==> config.mk <==
export PLATFORM = sky130hd
export DESIGN_NAME = ccd_top
export DESIGN_NICKNAME = d
export VERILOG_FILES = /design/src/rtl/ccd_pkg.sv /design/src/rtl/ccd_div_if.sv /design/src/rtl/ccd_divider.sv /design/src/rtl/ccd_top.sv
export SDC_FILE = /design/constraint.sdc
export NUM_CORES = 1
export LEC_CHECK = 0
export BUFFER_PORTS_ARGS = -buffer_cell sky130_fd_sc_hd__buf_4
export CORE_UTILIZATION = 62
export CTS_BUF_LIST = sky130_fd_sc_hd__clkbuf_16
export DETAILED_ROUTE_END_ITERATION = 12
export HOLD_SLACK_MARGIN = 0.02
export PLACE_DENSITY = 0.84
export SETUP_SLACK_MARGIN = 0.2
export SLEW_MARGIN = 10
export SYNTH_ARGS = -nofsm -noshare
export SYNTH_HDL_FRONTEND = slang
export SYNTH_SLANG_ARGS = --single-unit
export TNS_END_PERCENT = 5
==> constraint.sdc <==
create_clock -name core_clk -period 2.8 [get_ports core_clk]
set_input_delay 0.7 -clock core_clk [delete_from_list [all_inputs] [get_ports core_clk]]
set_output_delay 0.7 -clock core_clk [all_outputs]
set_load 0.1 [all_outputs]
==> src/rtl/ccd_pkg.sv <==
/*
 * Constants shared by the channel clock divider: register offsets, field
 * positions, reset values and the divider state enumeration.
 * Assumes an 8-bit register port with a 10-bit address.
 */
package ccd_pkg;
   // =========================================================================
   // Widths
   localparam int ADDR_W = 10;
   localparam int DATA_W = 8;
   localparam int CNT_W  = 4;

   // =========================================================================
   // Register offsets
   localparam logic [ADDR_W-1:0] A_DIV0_COUNTS = 10'h190;
   localparam logic [ADDR_W-1:0] A_DIV0_OPTS   = 10'h191;
   localparam logic [ADDR_W-1:0] A_CH0_PWR     = 10'h192;
   localparam logic [ADDR_W-1:0] A_DIV1_COUNTS = 10'h193;
   localparam logic [ADDR_W-1:0] A_DIV1_OPTS   = 10'h194;

   // =========================================================================
   // Field positions
   localparam int LOW_HI      = 7;
   localparam int LOW_LO      = 4;
   localparam int HIGH_HI     = 3;
   localparam int HIGH_LO     = 0;
   localparam int BYP_BIT     = 7;
   localparam int IGN_BIT     = 6;
   localparam int FORCE_BIT   = 5;
   localparam int START_BIT   = 4;
   localparam int PHASE_HI    = 3;
   localparam int PHASE_LO    = 0;
   localparam int PD_BIT      = 2;
   localparam int DCC_OFF_BIT = 0;

   // =========================================================================
   // Reset values
   localparam logic [DATA_W-1:0] DIV0_COUNTS_RST = 8'h77;
   localparam logic [DATA_W-1:0] DIV1_COUNTS_RST = 8'h33;
   localparam logic [DATA_W-1:0] OPTS_RST        = 8'h00;
   localparam logic [DATA_W-1:0] PWR_RST         = 8'h00;
   localparam logic [CNT_W-1:0]  CNT_ZERO        = 4'h0;
   localparam logic [CNT_W-1:0]  CNT_ONE         = 4'h1;

   // =========================================================================
   // Divider states
   typedef enum logic [1:0] {CCD_HOLD, CCD_PHASE, CCD_RUN} ccd_state_type;
endpackage

==> src/rtl/ccd_div_if.sv <==
/*
 * Carrier between the register block and one divider: settings in,
 * divided level out.
 * Assumes both ends run on the divider input clock.
 */
`timescale 1ns/1ps
interface ccd_div_if;
   import ccd_pkg::*;
   logic [CNT_W-1:0] low_cnt;
   logic [CNT_W-1:0] high_cnt;
   logic [CNT_W-1:0] phase;
   logic             ignore_sync;
   logic             force_high;
   logic             start_high;
   logic             sync_req;
   logic             div_level;
   modport div (input low_cnt, high_cnt, phase, ignore_sync, force_high, start_high, sync_req, output div_level);
   modport ctl (output low_cnt, high_cnt, phase, ignore_sync, force_high, start_high, sync_req, input div_level);
endinterface

==> src/rtl/ccd_divider.sv <==
/*
 * One divider core: hold, phase-offset delay and low/high counting.
 * Assumes its settings are stable registers on the same clock.
 */
`timescale 1ns/1ps
module ccd_divider (
   // Clock and reset
   input wire logic core_clk,
   input wire logic rst_n,
   // Settings and output
   ccd_div_if.div   d
);
   import ccd_pkg::*;

   ccd_state_type    state;
   ccd_state_type    next_state;
   logic [CNT_W-1:0] cnt;
   logic [CNT_W-1:0] next_cnt;
   logic             level;
   logic             next_level;
   logic             sync_act;

   // Terminal count of the phase now being output.
   function automatic logic [CNT_W-1:0] phase_limit(input logic lvl, input logic [CNT_W-1:0] lo,
                                                    input logic [CNT_W-1:0] hi);
      return lvl ? hi : lo;
   endfunction

   // =========================================================================
   // Next-state logic.
   always_comb begin
      sync_act   = d.sync_req && !d.ignore_sync;
      next_state = state;
      next_cnt   = cnt;
      next_level = level;
      if (sync_act) begin
         // An obeyed alignment request restarts the divider at its start level.
         next_state = CCD_HOLD;
         next_cnt   = CNT_ZERO;
         next_level = d.start_high;
      end else begin
         case (state)
            CCD_HOLD: begin
               if (d.ignore_sync) begin
                  next_level = d.force_high;
               end else if (d.phase == CNT_ZERO) begin
                  next_state = CCD_RUN;
                  next_cnt   = CNT_ZERO;
                  next_level = d.start_high;
               end else begin
                  next_state = CCD_PHASE;
                  next_cnt   = d.phase;
                  next_level = d.start_high;
               end
            end
            CCD_PHASE: begin
               // The level stays put for exactly phase cycles before counting.
               if (cnt == CNT_ONE) begin
                  next_state = CCD_RUN;
                  next_cnt   = CNT_ZERO;
               end else begin
                  next_cnt = cnt - CNT_ONE;
               end
            end
            CCD_RUN: begin
               if (cnt == phase_limit(level, d.low_cnt, d.high_cnt)) begin
                  next_level = !level;
                  next_cnt   = CNT_ZERO;
               end else begin
                  next_cnt = cnt + CNT_ONE;
               end
            end
            default: begin
               next_state = CCD_HOLD;
               next_cnt   = CNT_ZERO;
            end
         endcase
      end
   end

   // =========================================================================
   // State registers.
   always_ff @(posedge core_clk or negedge rst_n) begin
      if (!rst_n) begin
         state <= CCD_HOLD;
         cnt   <= CNT_ZERO;
         level <= 1'b0;
      end else begin
         state <= next_state;
         cnt   <= next_cnt;
         level <= next_level;
      end
   end

   assign d.div_level = level;
endmodule

==> src/rtl/ccd_top.sv <==
/*
 * Channel clock divider block: register file for divider 0, channel 0
 * power and correction, and divider 1, plus the two divider cores.
 * Assumes core_clk is the distribution input clock and register writes
 * arrive synchronous to it.
 */
`timescale 1ns/1ps
module ccd_top (
   // Clock and reset
   input  wire logic                       core_clk,
   input  wire logic                       rst_n,
   // Register port
   input  wire logic [ccd_pkg::ADDR_W-1:0] reg_addr,
   input  wire logic [ccd_pkg::DATA_W-1:0] reg_wdata,
   input  wire logic                       reg_write,
   output logic      [ccd_pkg::DATA_W-1:0] reg_rdata,
   // Chip-level alignment request
   input  wire logic                       sync_req,
   // Divider outputs
   output logic                            div0_clk,
   output logic                            div1_clk,
   // Channel 0 drivers
   output logic                            channel0_driver_a,
   output logic                            channel0_driver_a_oe,
   output logic                            channel0_driver_b,
   output logic                            channel0_driver_b_oe,
   output logic                            channel0_driver_c,
   output logic                            channel0_driver_c_oe,
   // Duty-cycle correction enable
   output logic                            duty_cycle_fix
);
   import ccd_pkg::*;

   logic [DATA_W-1:0] divider0_phase_counts;
   logic [DATA_W-1:0] divider0_options;
   logic [DATA_W-1:0] channel0_power_and_correction;
   logic [DATA_W-1:0] divider1_phase_counts;
   logic [DATA_W-1:0] divider1_options;
   logic [DATA_W-1:0] next_divider0_phase_counts;
   logic [DATA_W-1:0] next_divider0_options;
   logic [DATA_W-1:0] next_channel0_power_and_correction;
   logic [DATA_W-1:0] next_divider1_phase_counts;
   logic [DATA_W-1:0] next_divider1_options;
   logic [DATA_W-1:0] next_reg_rdata;
   logic              wr_seen;
   logic              next_wr_seen;

   ccd_div_if d0 ();
   ccd_div_if d1 ();

   // =========================================================================
   // Register file. Only implemented bits of the power register are stored,
   // so its reserved bits read back as zero without extra masking.
   always_comb begin
      next_divider0_phase_counts         = divider0_phase_counts;
      next_divider0_options              = divider0_options;
      next_channel0_power_and_correction = channel0_power_and_correction;
      next_divider1_phase_counts         = divider1_phase_counts;
      next_divider1_options              = divider1_options;
      next_wr_seen                       = wr_seen || reg_write;
      if (reg_write) begin
         case (reg_addr)
            A_DIV0_COUNTS: next_divider0_phase_counts = reg_wdata;
            A_DIV0_OPTS:   next_divider0_options      = reg_wdata;
            A_CH0_PWR: begin
               next_channel0_power_and_correction              = PWR_RST;
               next_channel0_power_and_correction[PD_BIT]      = reg_wdata[PD_BIT];
               next_channel0_power_and_correction[DCC_OFF_BIT] = reg_wdata[DCC_OFF_BIT];
            end
            A_DIV1_COUNTS: next_divider1_phase_counts = reg_wdata;
            A_DIV1_OPTS:   next_divider1_options      = reg_wdata;
            default:       next_wr_seen               = wr_seen || reg_write;
         endcase
      end
   end

   // Register storage; field defaults are the reset state.
   always_ff @(posedge core_clk or negedge rst_n) begin
      if (!rst_n) begin
         divider0_phase_counts         <= DIV0_COUNTS_RST;
         divider0_options              <= OPTS_RST;
         channel0_power_and_correction <= PWR_RST;
         divider1_phase_counts         <= DIV1_COUNTS_RST;
         divider1_options              <= OPTS_RST;
         wr_seen                       <= 1'b0;
      end else begin
         divider0_phase_counts         <= next_divider0_phase_counts;
         divider0_options              <= next_divider0_options;
         channel0_power_and_correction <= next_channel0_power_and_correction;
         divider1_phase_counts         <= next_divider1_phase_counts;
         divider1_options              <= next_divider1_options;
         wr_seen                       <= next_wr_seen;
      end
   end

   // =========================================================================
   // Read path. Data is registered so it appears one cycle after the address;
   // an unmapped address returns zero.
   always_comb begin
      case (reg_addr)
         A_DIV0_COUNTS: next_reg_rdata = divider0_phase_counts;
         A_DIV0_OPTS:   next_reg_rdata = divider0_options;
         A_CH0_PWR:     next_reg_rdata = channel0_power_and_correction;
         A_DIV1_COUNTS: next_reg_rdata = divider1_phase_counts;
         A_DIV1_OPTS:   next_reg_rdata = divider1_options;
         default:       next_reg_rdata = '0;
      endcase
   end

   // Read data register.
   always_ff @(posedge core_clk or negedge rst_n) begin
      if (!rst_n) begin
         reg_rdata <= '0;
      end else begin
         reg_rdata <= next_reg_rdata;
      end
   end

   // =========================================================================
   // Divider settings.
   assign d0.low_cnt     = divider0_phase_counts[LOW_HI:LOW_LO];
   assign d0.high_cnt    = divider0_phase_counts[HIGH_HI:HIGH_LO];
   assign d0.phase       = divider0_options[PHASE_HI:PHASE_LO];
   assign d0.ignore_sync = divider0_options[IGN_BIT];
   assign d0.force_high  = divider0_options[FORCE_BIT];
   assign d0.start_high  = divider0_options[START_BIT];
   assign d0.sync_req    = sync_req;
   assign d1.low_cnt     = divider1_phase_counts[LOW_HI:LOW_LO];
   assign d1.high_cnt    = divider1_phase_counts[HIGH_HI:HIGH_LO];
   assign d1.phase       = divider1_options[PHASE_HI:PHASE_LO];
   assign d1.ignore_sync = divider1_options[IGN_BIT];
   assign d1.force_high  = divider1_options[FORCE_BIT];
   assign d1.start_high  = divider1_options[START_BIT];
   assign d1.sync_req    = sync_req;

   ccd_divider u_div0 (
      .core_clk (core_clk),
      .rst_n    (rst_n),
      .d        (d0.div)
   );

   ccd_divider u_div1 (
      .core_clk (core_clk),
      .rst_n    (rst_n),
      .d        (d1.div)
   );

   // =========================================================================
   // Output routing. Bypass muxes the raw input clock onto the output; the
   // mux is a clock path and must be glitch-safe in the physical build.
   assign div0_clk = divider0_options[BYP_BIT] ? core_clk : d0.div_level;
   assign div1_clk = divider1_options[BYP_BIT] ? core_clk : d1.div_level;

   // Power-down releases all three drivers of channel 0 together.
   assign channel0_driver_a    = div0_clk;
   assign channel0_driver_b    = div0_clk;
   assign channel0_driver_c    = div0_clk;
   assign channel0_driver_a_oe = !channel0_power_and_correction[PD_BIT];
   assign channel0_driver_b_oe = !channel0_power_and_correction[PD_BIT];
   assign channel0_driver_c_oe = !channel0_power_and_correction[PD_BIT];
   assign duty_cycle_fix       = !channel0_power_and_correction[DCC_OFF_BIT];
endmodule

==> impl_metrics.tcl <==
set metrics [dict create \
    grt_pass1_vias 2791 \
    syn_avg_cell_area_um2 10.8 \
    holdCritPathClass "input pin to async pin" \
    grt_pass1_wl_mm 13.8 \
    routabilityCongestion 0.871 \
    grt-ovfl-total 0 \
    dp.cells 379 \
    path_max_fanout 2 \
    via_count 2674 \
    synth_seq_cells 56 \
    maxCapViolCount 0 \
    timing.slew.headroom_pct 53.2 \
    final_common_cell "dfrtp_1" \
    yosysWarnings 0 \
    clkSlewWorstSetupHoldPaths_ns 0.08 \
    layout_common_cells "dfrtp_1 (46), buf_4 (40), mux2_2 (36), nor2_1 (23), mux2i_1 (18)" \
    drv_slew 0 \
    antenna_found_initial 0 \
    finalSetupViolCount 5 \
    grt_usage_pct 36.8 \
    coreArea_um2 4790 \
    fin_cells 401 \
    drive_above_1_share_pct 33.8 \
    fill_cells 286 \
    initial_utilization_pct 65.3 \
    synth_edf_count 0 \
    final-hold-violation-count 0 \
    yosys-top-cells-area "dfrtp_1 (37%), mux2_2 (13%), dfstp_2 (8.4%)" \
    rows 25 \
    port_buffers 38 \
    final_nets 360 \
    drtAntennaViolNets 0 \
    crit_type "clock port to output pin" \
    skew_ns 0.0111 \
    holdWs_ns 0.330 \
    register_area_um2 1410 \
    end_kind "output pin" \
    failed_checks "setup timing" \
    synth_area_leader_cell "dfrtp_1" \
    cts_tree "done" \
    multiInputGateArea_um2 1580 \
    dieArea_um2 5330 \
    status "finished with violations" \
    cp.arrival_ns 2.78 \
    ys_seq_area_share_pct 45.3 \
    power_density_nw_per_um2 583 \
    critPathLaunchType "clock port" \
    p_total_mw 2.29 \
    hold_buffers 0 \
    p_leak_nw 1.83 \
    rsz0062_at_grt "true" \
    synth_cell_type_count 49 \
    ios 39 \
    drt-initial-drc-count 346 \
    synth_ff_type "dfrtp_1" \
    die_x_um 73.0 \
    synth_top_area_share_pct 36.8 \
    synthToLayoutAreaGrowth_pct 25.4 \
    grt_max_degree 57 \
    synth_cells 289 \
    fin_ws_ns -0.679 \
    worstMarginPinSlew_ns 0.702 \
    antenna_cells 0 \
    remaining_drc_errors 0 \
    r2r_cells 5 \
    clock_latency_ns 0.41 \
    routed_wl_mm 8.72 \
    syn_nets 317 \
    dpl.hpwl_mm 5.23 \
    final_util_pct 81.9 \
    synthArstFlopShare_pct 100 \
    via_per_inst 6.67 \
    firstDrtPassIters 5 \
    syn_area_um2 3120 \
    ir_drop_uv 383 \
    dieHeight_um 73.0 \
    critPathRequiredTime_ns 2.10 \
    wl_per_cell_um 21.7 \
]
-- per-stage QoR --
stage          area [um2]  worst slack (ns)  TNS (ns)
2_1_floorplan        3140            0.0617         0
3_5_place_dp         3440             0.209         0
5_1_grt              3920            -0.693     -3.16
6_report             3920            -0.679     -3.08
4_1_cts              3910            -0.688     -3.13
3_3_place_gp         3440             0.209         0
-- cell families after synthesis --
| group | share of synthesized area [%] |
|---|---|
| muxes | 19.1 |
| xor gates and xnor gates | 3.36 |
| buffers and inverters | 4.36 |
| AOI/OAI and AO/OA | 12.3 |
| DFF | 45.3 |
| adders and majority gates | 2.40 |
| and+or+nand+nor | 13.3 |
-- repair_timing --
| item | CTS | global route |
|---|---|---|
| setup endpoints to repair | 5 | 5 |
| resized for setup | 14 | 1 |
| setup buffers | 2 | 1 |
-- critical path, cell delays in order --
cell	delay, ns
clkbuf_16	0.12
clkbuf_16	0.13
clkbuf_16	0.13
clkbuf_16	0.13
clkbuf_16	0.13
mux2_4	0.26
clkbuf_16	0.15
clkbuf_16	0.15
buf_16	0.16
-- worst paths after layout --
kind	startpoint	end	slack, ns
hold / removal	rst_n	reg_rdata[0]$_DFF_PN0_	0.33
setup / recovery	core_clk	channel0_driver_b	-0.68
hold reg to reg	channel0_power_and_correction[2]$_DFFE_PN0P_	channel0_power_and_correction[2]$_DFFE_PN0P_	0.55
max in group asynchronous	rst_n	u_div0.state[0]$_DFFE_PN0P_	1.99
setup reg to reg	u_div1.d.div_level$_DFFE_PN0P_	u_div1.cnt[2]$_DFFE_PN0P_	0.67
min in group core_clk	channel0_power_and_correction[2]$_DFFE_PN0P_	channel0_power_and_correction[2]$_DFFE_PN0P_	0.55
-- synthesized netlist by cell type, types with 3 or more instances --
cell type and number:
nand2b_1 4, clkbuf_1 12, buf_4 5, xor2_1 8, a31oi_1 3, mux2i_1 18, inv_1 12, a22oi_1 9
nand4_1 3, nor2_1 23, and2_1 4, nand3_1 4, mux2_2 37, o21ai_0 11, ha_1 6, a21oi_1 9
dfstp_2 10, nand2_1 9, xnor2_1 4, nor2b_1 4, nor3_1 10, nor4_1 3, dfrtp_1 46, a221o_1 5
-- per-layer routing --
metal  vias to the layer above  wire length (um)  track usage, %
met1                      1303              3290            41.9
met5                         -                 0               0
li1                       1130                 -               -
met2                       188              4250            57.3
met4                         0               425            28.1
met3                        53               754            12.3
-- sequential cells by signal, summed over array words and instances (netlist names) --
name	count
divider0_options	8
divider0_phase_counts	8
divider1_options	8
divider1_phase_counts	8
reg_rdata	8
u_div0.cnt	4
u_div1.cnt	4
channel0_power_and_correction	2
u_div0.state	2
u_div1.state	2
u_div0.d.div_level	1
u_div1.d.div_level	1
-- power by group --
part | switching, mW | total (mW) | internal, mW
combinational | 0.0876 | 0.150 | 0.0623
sequential | 0.0270 | 0.851 | 0.824
clock | 0.445 | 1.29 | 0.840
-- final cells by class --
| class | count | area share (%) |
|---|---|---|
| Timing Repair Buffer | 37 | 7.09 |
| Tap cell | 67 | 2.14 |
| Multi-Input combinational cell | 202 | 40.4 |
| Clock inverter | 4 | 0.511 |
| Inverter | 12 | 1.15 |
| Sequential cell | 56 | 36.1 |
| Clock buffer | 23 | 12.7 |
Power figures use the tool's default switching activity.
